### src/rtl/cdr_defines.svh
// frame identifiers, command bytes, object indices and layout constants of the diagnostic link
`ifndef CDR_DEFINES_SVH
`define CDR_DEFINES_SVH
`define CDR_EMCY_BASE 11'h080
`define CDR_SDO_RX_BASE 11'h600
`define CDR_SDO_TX_BASE 11'h580
`define CDR_DLC_FULL 4'h8
`define CDR_CMD_UPLOAD_REQ 8'h40
`define CDR_CMD_UPLOAD_RSP 8'h42
`define CDR_CMD_ABORT 8'h80
`define CDR_IDX_STATUS 16'h3100
`define CDR_IDX_HISTORY 16'h1003
`define CDR_SUB_LAST_ERR 8'h01
`define CDR_SUB_POS_OFS 8'h03
`define CDR_POS_COUNT 8'h10
`define CDR_CODE_ALL_CLEAR 16'h0000
`define CDR_ABORT_NO_OBJECT 32'h06020000
`define CDR_ABORT_NO_SUB 32'h06090011
`define CDR_ABORT_BAD_CMD 32'h05040001
`define CDR_NODE_W 7
`define CDR_POS_W 4
`endif

### src/rtl/cdr_pkg.sv
// types shared by both ends of the diagnostic link
package cdr_pkg;
	typedef logic [63:0] cdr_payload_t;
	typedef logic [10:0] cdr_id_t;
	typedef enum logic [1:0] {CDR_TX_IDLE, CDR_TX_EMCY, CDR_TX_SDO} cdr_dev_state_t;
	typedef enum logic {CDR_M_IDLE, CDR_M_WAIT} cdr_mst_state_t;
endpackage

### src/rtl/cdr_link_if.sv
// frame-level link between the diagnostic responder and the bus master
`timescale 1ns/1ps
interface cdr_link_if;
	logic req_valid;
	logic [10:0] req_id;
	logic [3:0] req_dlc;
	logic [63:0] req_data;
	logic rsp_valid;
	logic rsp_ready;
	logic [10:0] rsp_id;
	logic [3:0] rsp_dlc;
	logic [63:0] rsp_data;
	modport dev (input req_valid, req_id, req_dlc, req_data, rsp_ready,
		output rsp_valid, rsp_id, rsp_dlc, rsp_data);
	modport mst (output req_valid, req_id, req_dlc, req_data, rsp_ready,
		input rsp_valid, rsp_id, rsp_dlc, rsp_data);
endinterface

### src/rtl/cdr_device.sv
// gateway end: emergency frames and expedited uploads of module status and last error
// Summary of operation
// emergency identifier is 80h plus node address
// all frames carry eight data bytes
// error code in bytes 0-1, low first
// byte 2 carries current error register
// byte 3 carries faulty module index
// state bit 30 to byte 4 bit 6
// status bit 8 to byte 6 bit 0
// master requests on 600h plus node address
// responses use 580h plus node address
// master upload request command byte is 40h
// answer command 42h, echo index and subindex
// index low byte first, subindex in byte 3
// status subindex minus three gives module position
// status answer bits are active low
// status answer bytes 4-7 in emergency order
// history subindex 1 returns last error entry
// last error keeps recorded state bit pattern
// master zero-fills, waits for each response
// ignore requests for other node addresses
`timescale 1ns/1ps
`include "cdr_defines.svh"
module cdr_device
	import cdr_pkg::*;
(
	input wire logic clock_i,
	input wire logic srst_i,
	cdr_link_if.dev link,
	input wire logic [6:0] node_addr_i,
	input wire logic emcy_req_i,
	input wire logic [15:0] emcy_code_i,
	input wire logic [7:0] err_reg_i,
	input wire logic [7:0] module_index_i,
	input wire logic [31:0] diag_i,
	input wire logic stat_we_i,
	input wire logic [3:0] stat_pos_i,
	input wire logic [31:0] stat_i,
	output logic emcy_pend_o,
	output logic sdo_busy_o,
	output logic [31:0] last_err_o
);
	cdr_dev_state_t state_reg;
	cdr_dev_state_t state_next;
	logic emcy_pend_reg;
	logic emcy_pend_next;
	logic [63:0] emcy_frame_reg;
	logic sdo_pend_reg;
	logic [7:0] req_cmd_reg;
	logic [15:0] req_index_reg;
	logic [7:0] req_sub_reg;
	logic [31:0] last_err_reg;
	logic [31:0] stat_mem [0:15];
	logic rsp_valid_reg;
	logic [10:0] rsp_id_reg;
	logic [63:0] rsp_data_reg;

	// node-relative identifier, cut to the 11-bit field
	function automatic cdr_id_t node_id(input cdr_id_t base, input logic [6:0] node);
		node_id = base + {4'h0, node};
	endfunction

	// diagnostic word to bytes 4..7, bit 31 highest in byte 4
	function automatic logic [31:0] diag_bytes(input logic [31:0] d);
		diag_bytes = {d[7:0], d[15:8], d[23:16], d[31:24]};
	endfunction

	wire req_for_us = link.req_valid && (link.req_id == node_id(`CDR_SDO_RX_BASE, node_addr_i));
	wire req_full = link.req_dlc == `CDR_DLC_FULL;
	wire req_take = req_for_us && req_full && !sdo_pend_reg;
	wire tx_done = rsp_valid_reg && link.rsp_ready;

	// module position decode
	wire [7:0] pos_raw = req_sub_reg - `CDR_SUB_POS_OFS;
	wire pos_ok = (req_sub_reg >= `CDR_SUB_POS_OFS) && (pos_raw < `CDR_POS_COUNT);
	wire [3:0] pos = pos_raw[3:0];
	wire [31:0] stat_word = stat_mem[pos];

	wire is_upload = req_cmd_reg == `CDR_CMD_UPLOAD_REQ;
	wire is_status = req_index_reg == `CDR_IDX_STATUS;
	wire is_history = req_index_reg == `CDR_IDX_HISTORY;
	wire hist_sub_ok = req_sub_reg == `CDR_SUB_LAST_ERR;

	// abort selection; unknown command outranks unknown object
	wire [31:0] abort_code = !is_upload ? `CDR_ABORT_BAD_CMD :
		(!is_status && !is_history) ? `CDR_ABORT_NO_OBJECT : `CDR_ABORT_NO_SUB;
	wire answer_ok = is_upload && ((is_status && pos_ok) || (is_history && hist_sub_ok));

	wire [31:0] status_payload = diag_bytes(~stat_word);
	wire [31:0] history_payload = diag_bytes(last_err_reg);
	wire [31:0] ok_payload = is_status ? status_payload : history_payload;
	wire [31:0] rsp_payload = answer_ok ? ok_payload :
		{abort_code[31:24], abort_code[23:16], abort_code[15:8], abort_code[7:0]};
	wire [7:0] rsp_cmd = answer_ok ? `CDR_CMD_UPLOAD_RSP : `CDR_CMD_ABORT;
	// index low byte first, subindex echoed
	wire [63:0] sdo_frame = {rsp_payload, req_sub_reg, req_index_reg[15:8],
		req_index_reg[7:0], rsp_cmd};

	// emergency frame assembled when the event arrives
	wire [63:0] emcy_frame = {diag_bytes(diag_i), module_index_i, err_reg_i,
		emcy_code_i[15:8], emcy_code_i[7:0]};
	wire history_write = emcy_req_i && (emcy_code_i != `CDR_CODE_ALL_CLEAR);

	// a new event in the cycle its predecessor leaves keeps the flag set
	assign emcy_pend_next = emcy_req_i || (emcy_pend_reg && !(state_reg == CDR_TX_EMCY && tx_done));

	always_comb
	begin
		state_next = state_reg;
		unique case (state_reg)
			CDR_TX_IDLE:
			begin
				if (emcy_pend_reg)
					state_next = CDR_TX_EMCY;
				else if (sdo_pend_reg)
					state_next = CDR_TX_SDO;
			end
			CDR_TX_EMCY, CDR_TX_SDO:
			begin
				if (tx_done)
					state_next = CDR_TX_IDLE;
			end
			// the fourth code of the state word is never entered; recover to idle
			default:
				state_next = CDR_TX_IDLE;
		endcase
	end

	always_ff @(posedge clock_i)
	begin
		if (srst_i)
		begin
			state_reg <= CDR_TX_IDLE;
			emcy_pend_reg <= 1'b0;
		end
		else
		begin
			state_reg <= state_next;
			emcy_pend_reg <= emcy_pend_next;
		end
	end

	always_ff @(posedge clock_i)
	begin
		if (srst_i)
			emcy_frame_reg <= '0;
		else if (emcy_req_i)
			emcy_frame_reg <= emcy_frame;
	end

	always_ff @(posedge clock_i)
	begin
		if (srst_i)
			last_err_reg <= '0;
		else if (history_write)
			last_err_reg <= diag_i;
	end

	// status table; zero reset means every bit reads back as error-free-ones inverted
	generate
		for (genvar g = 0; g < 16; g++)
		begin : g_stat
			always_ff @(posedge clock_i)
			begin
				if (srst_i)
					stat_mem[g] <= '0;
				else if (stat_we_i && stat_pos_i == 4'(g))
					stat_mem[g] <= stat_i;
			end
		end
	endgenerate

	// one request held at a time; extra requests while answering are dropped
	always_ff @(posedge clock_i)
	begin
		if (srst_i)
			sdo_pend_reg <= 1'b0;
		else if (req_take)
			sdo_pend_reg <= 1'b1;
		else if (state_reg == CDR_TX_SDO && tx_done)
			sdo_pend_reg <= 1'b0;
	end

	always_ff @(posedge clock_i)
	begin
		if (srst_i)
		begin
			req_cmd_reg <= '0;
			req_index_reg <= '0;
			req_sub_reg <= '0;
		end
		else if (req_take)
		begin
			req_cmd_reg <= link.req_data[7:0];
			req_index_reg <= {link.req_data[23:16], link.req_data[15:8]};
			req_sub_reg <= link.req_data[31:24];
		end
	end

	// transmit holding register, valid until the master takes it
	always_ff @(posedge clock_i)
	begin
		if (srst_i)
		begin
			rsp_valid_reg <= 1'b0;
			rsp_id_reg <= '0;
			rsp_data_reg <= '0;
		end
		else if (state_reg == CDR_TX_IDLE && emcy_pend_reg)
		begin
			rsp_valid_reg <= 1'b1;
			rsp_id_reg <= node_id(`CDR_EMCY_BASE, node_addr_i);
			rsp_data_reg <= emcy_frame_reg;
		end
		else if (state_reg == CDR_TX_IDLE && sdo_pend_reg)
		begin
			rsp_valid_reg <= 1'b1;
			rsp_id_reg <= node_id(`CDR_SDO_TX_BASE, node_addr_i);
			rsp_data_reg <= sdo_frame;
		end
		else if (tx_done)
			rsp_valid_reg <= 1'b0;
	end

	assign link.rsp_valid = rsp_valid_reg;
	assign link.rsp_id = rsp_id_reg;
	assign link.rsp_dlc = `CDR_DLC_FULL;
	assign link.rsp_data = rsp_data_reg;
	assign emcy_pend_o = emcy_pend_reg;
	assign sdo_busy_o = sdo_pend_reg;
	assign last_err_o = last_err_reg;
endmodule // cdr_device

### src/flat_wrapper.sv
// flat-port wrapper written by rule: the top's interface ports become plain ports
module cdr_device_flat import cdr_pkg::*;
  (clock_i, srst_i, node_addr_i, emcy_req_i, emcy_code_i, err_reg_i, module_index_i, diag_i, stat_we_i, stat_pos_i, stat_i, emcy_pend_o, sdo_busy_o, last_err_o, link_req_valid, link_req_id, link_req_dlc, link_req_data, link_rsp_ready, link_rsp_valid, link_rsp_id, link_rsp_dlc, link_rsp_data);
  cdr_link_if link_i ();
  input wire logic clock_i;
  input wire logic srst_i;
  input wire logic [6:0] node_addr_i;
  input wire logic emcy_req_i;
  input wire logic [15:0] emcy_code_i;
  input wire logic [7:0] err_reg_i;
  input wire logic [7:0] module_index_i;
  input wire logic [31:0] diag_i;
  input wire logic stat_we_i;
  input wire logic [3:0] stat_pos_i;
  input wire logic [31:0] stat_i;
  output logic emcy_pend_o;
  output logic sdo_busy_o;
  output logic [31:0] last_err_o;
  input wire logic [$bits(link_i.req_valid)-1:0] link_req_valid;
  input wire logic [$bits(link_i.req_id)-1:0] link_req_id;
  input wire logic [$bits(link_i.req_dlc)-1:0] link_req_dlc;
  input wire logic [$bits(link_i.req_data)-1:0] link_req_data;
  input wire logic [$bits(link_i.rsp_ready)-1:0] link_rsp_ready;
  output wire logic [$bits(link_i.rsp_valid)-1:0] link_rsp_valid;
  output wire logic [$bits(link_i.rsp_id)-1:0] link_rsp_id;
  output wire logic [$bits(link_i.rsp_dlc)-1:0] link_rsp_dlc;
  output wire logic [$bits(link_i.rsp_data)-1:0] link_rsp_data;
  assign link_i.req_valid = link_req_valid;
  assign link_i.req_id = link_req_id;
  assign link_i.req_dlc = link_req_dlc;
  assign link_i.req_data = link_req_data;
  assign link_i.rsp_ready = link_rsp_ready;
  assign link_rsp_valid = link_i.rsp_valid;
  assign link_rsp_id = link_i.rsp_id;
  assign link_rsp_dlc = link_i.rsp_dlc;
  assign link_rsp_data = link_i.rsp_data;
  cdr_device u_core (.clock_i(clock_i), .srst_i(srst_i), .link(link_i), .node_addr_i(node_addr_i), .emcy_req_i(emcy_req_i), .emcy_code_i(emcy_code_i), .err_reg_i(err_reg_i), .module_index_i(module_index_i), .diag_i(diag_i), .stat_we_i(stat_we_i), .stat_pos_i(stat_pos_i), .stat_i(stat_i), .emcy_pend_o(emcy_pend_o), .sdo_busy_o(sdo_busy_o), .last_err_o(last_err_o));
endmodule
### config.mk
export PLATFORM = sky130hd
export DESIGN_NAME = cdr_device_flat
export DESIGN_NICKNAME = d
export VERILOG_FILES = /design/src/rtl/cdr_pkg.sv /design/src/rtl/cdr_link_if.sv /design/src/rtl/cdr_device.sv /design/src/flat_wrapper.sv
export VERILOG_INCLUDE_DIRS = /design/src /design/src/rtl
export SDC_FILE = /design/constraint.sdc
export NUM_CORES = 1
export LEC_CHECK = 0
export BUFFER_PORTS_ARGS = -buffer_cell sky130_fd_sc_hd__buf_4
export CAP_MARGIN = 5
export CORE_MARGIN = 2
export CORE_UTILIZATION = 59
export DETAILED_ROUTE_END_ITERATION = 7
export PLACE_DENSITY = 0.85
export SETUP_SLACK_MARGIN = 0.02
export SLEW_MARGIN = 20
export SYNTH_ARGS = -nofsm -noshare
export SYNTH_HDL_FRONTEND = slang
export SYNTH_SLANG_ARGS = --single-unit
### constraint.sdc
create_clock -name clock_i -period 3.95 [get_ports clock_i]
set_input_delay 0 -clock clock_i [delete_from_list [all_inputs] [get_ports clock_i]]
set_output_delay 0 -clock clock_i [all_outputs]
set_load 0.03 [all_outputs]
==> impl_metrics.tcl <==
set metrics [dict create \
    power_mw 16.9 \
    initial_core_util_pct 59.8 \
    crit_slowest_cell "ha_4" \
    fin_nets 2859 \
    cpLargestDelayFamily "compound AO/OA/AOI/OAI gates" \
    status "completed" \
    clock_path_buffers 3 \
    cts_sinks 718 \
    netSwitchingPower_mw 3.95 \
    pwr-share-clk_pct 40.0 \
    hold_viol 0 \
    rsz0062_at_grt "no" \
    critical_path_class "reg -> reg" \
    wl_per_cell_um 27.8 \
    grt_pass1_wl_mm 141 \
    grt_max_degree 89 \
    cp-end-kind "flip-flop" \
    finalInstanceArea_um2 37900 \
    htree_levels 3 \
    die_w_um 235 \
    postSynthAreaPerCell_um2 13.6 \
    crit_required_ps 4500 \
    post-cts-setup-buffers 0 \
    dieHeight_um 235 \
    r2r_cells 9 \
    syn_inst 2316 \
    cts_resized 0 \
    leakagePower_nw 14.0 \
    worstPathCellList "inv_1 > ha_4 > buf_4 > mux4_2 > nor2b_1 > a211oi_1 > a21oi_1 > a211oi_1 > o21a_1" \
    dieArea_um2 55100 \
    wirelength_mm 94.8 \
    yosysTopAreaCell "edfxtp_1" \
    clock_latency_ps 630 \
    place_area_um2 34200 \
    synthArstFlopShare_pct 0 \
    syn-cell-area_um2 31400 \
    final.setup_skew_ps 23.9 \
    tritoncts "yes" \
    grt_pass1_vias 22900 \
    powerDensity_nw_per_um2 445 \
    clkTransAtPathRegs_ps 60 \
    crit_fanout 25 \
    synth.top_cell.area_share_pct 48.9 \
    synth_edf_count 512 \
    largest_register_ffs 512 \
    crit_cells 9 \
    worst_pin_slew_ps 1170 \
    fillers 2954 \
    hold_class "in -> reg" \
    startpoint "u_core.req_sub_reg[1]" \
    crit_top_cell "a211oi_1" \
    regToRegEndpoint "u_core.link.rsp_data[56]" \
    ys_ff_latch 718 \
    cts_buffers 71 \
    regToRegSetupSlack_ps 970 \
    switching_share_pct 23.4 \
    synth_area_leaders "edfxtp_1, dfxtp_1, mux4_2" \
    worst_hold_slack_ps 111 \
    hold_buffers 146 \
    numPortBuffers 268 \
    relSlewSlack_pct 21.9 \
    synth-seq-area-share_pct 62.1 \
    postRouteAntennaNets 0 \
    drt_iter0_drc 3113 \
    antenna_found_initial 5 \
    period_needed_ps 2980 \
    place_congestion 0.922 \
    maxCapViolations 0 \
    synth_flop_cell "edfxtp_1" \
    drt-vias-per-instance 6.50 \
    cp.arrival_ps 3530 \
    p_int_mw 12.9 \
    fmax_mhz 336 \
    via_count 22100 \
    drive_gt1_share_pct 23.5 \
    seq_power_share_pct 51.4 \
    setup_viol 0 \
    setup_tns_ps 0 \
    combPwrFrac_pct 8.5 \
    hold_path_depth 6 \
    post-route-drc-count 0 \
    grt.total_usage_pct 34.0 \
    pin_count 306 \
    ir_drop_uv 297 \
    final_util_pct 72.2 \
    crit_path_end "u_core.link.rsp_data[56]" \
    root_buffer "clkbuf_16" \
    grt_overflow_total 0 \
    finalMaxSlewViolations 0 \
    hpwl_mm 52.8 \
    critPathLaunchType "flip-flop" \
    first_pass_iters 8 \
    crit_buf_inv 2 \
    rows 84 \
    r2r_start "u_core.req_sub_reg[1]" \
    yosysUniqueCellTypes 56 \
    slowest_delay_ps 550 \
    yosysWarnings 0 \
    area_growth_pct 20.8 \
    finalCritPeriodShare_pct 75.5 \
    coreArea_um2 52600 \
]
[cell usage in the layout, fill, tap and decap left out, drive strengths merged, types with 10 or more instances in the layout]
master,synthesis,layout
nor2,183,183
dlygate4sd3,0,146
edfxtp,512,512
mux4,152,152
buf,38,323
nand2,120,120
a311oi,23,23
and2,514,514
o22ai,30,30
a22oi,30,30
a21oi,80,80
nand3,33,33
mux2i,112,112
a211oi,11,11
nor3,12,12
clkinv,0,24
dfxtp,206,206
o21ai,16,16
nand2b,10,10
clkbuf,161,91
[worst reg2reg max path, delay by kind of cell (launching register included)]
kind	cells	cell delay, ps
buffers and inverters	2	480
muxes	1	380
DFF	1	440
and+or+nand+nor	1	150
adders and majority gates	1	550
AOI/OAI and AO/OA	4	940
[power by group through the flow]
stage | sequential (mW) | clock [mW] | combinational (mW)
5_1_grt | 8.70 | 7.04 | 1.49
4_1_cts | 8.66 | 6.76 | 1.38
3_5_place_dp | 8.80 | 0 | 1.24
2_1_floorplan | 8.88 | 0 | 0.573
3_3_place_gp | 8.76 | 0 | 1.20
6_report | 8.68 | 6.76 | 1.44
[metal layers]
layer | routed length (um) | track usage, % | vias up
met5 | 10 | 0 | -
met4 | 4610 | 16.7 | 2
met3 | 11900 | 7.87 | 358
met2 | 46700 | 56.5 | 1875
met1 | 31600 | 42.2 | 10800
li1 | - | - | 9084
[stage by stage]
step / setup slack (ps) / cells
final: 970 / 3406
after floorplan: 735 / 2319
after CTS: 1000 / 3402
after detailed placement: 1070 / 3131
after global routing: 828 / 3404
after global placement: 1120 / 3131
[how the worst min path moves through the flow]
stage | start | end | slack [ps]
final | link_req_dlc[2] | u_core.sdo_busy_o | 110
after global routing | link_req_dlc[2] | u_core.req_sub_reg[1] | 150
after CTS | link_req_dlc[0] | u_core.sdo_busy_o | 50
after detailed placement | link_req_data[25] | u_core.req_sub_reg[1] | 240
after global placement | link_req_data[26] | u_core.req_sub_reg[2] | 240
after floorplan | diag_i[25] | u_core.last_err_o[25] | 140
[cell type report]
| class | instances | area, um^2 | share of cell area (%) |
|---|---|---|---|
| clock buffers | 91 | 1930 | 5.08 |
| flip-flops and latches | 718 | 19500 | 51.4 |
| multi-input cells | 1398 | 11300 | 29.9 |
| diodes | 4 | 10.0 | 0.0264 |
| inverters | 4 | 15.0 | 0.0396 |
| repair buffers | 469 | 3920 | 10.3 |
| clock inverters | 34 | 365 | 0.963 |
| well taps | 688 | 861 | 2.27 |
[cells in the mapped netlist (23+ instances only)]
master and number:
nor2_1 182, clkbuf_1 161, nand2_1 120, mux4_2 152, dfxtp_1 206, mux2i_1 112, edfxtp_1 512, a21oi_1 79
a22oi_1 30, a311oi_1 23, nand3_1 33, and2_1 514
[cell families after synthesis]
| group | synth area share, % |
|---|---|
| other | 0.0239 |
| XOR/XNOR | 0.251 |
| AND/OR/NAND/NOR | 15.6 |
| adder cells (fa/ha/maj) | 0.199 |
| AO/OA/AOI/OAI | 4.76 |
| multiplexers | 14.5 |
| buffers and inverters | 2.67 |
| flip-flops | 62.1 |
Power figures use the tool's default switching activity.
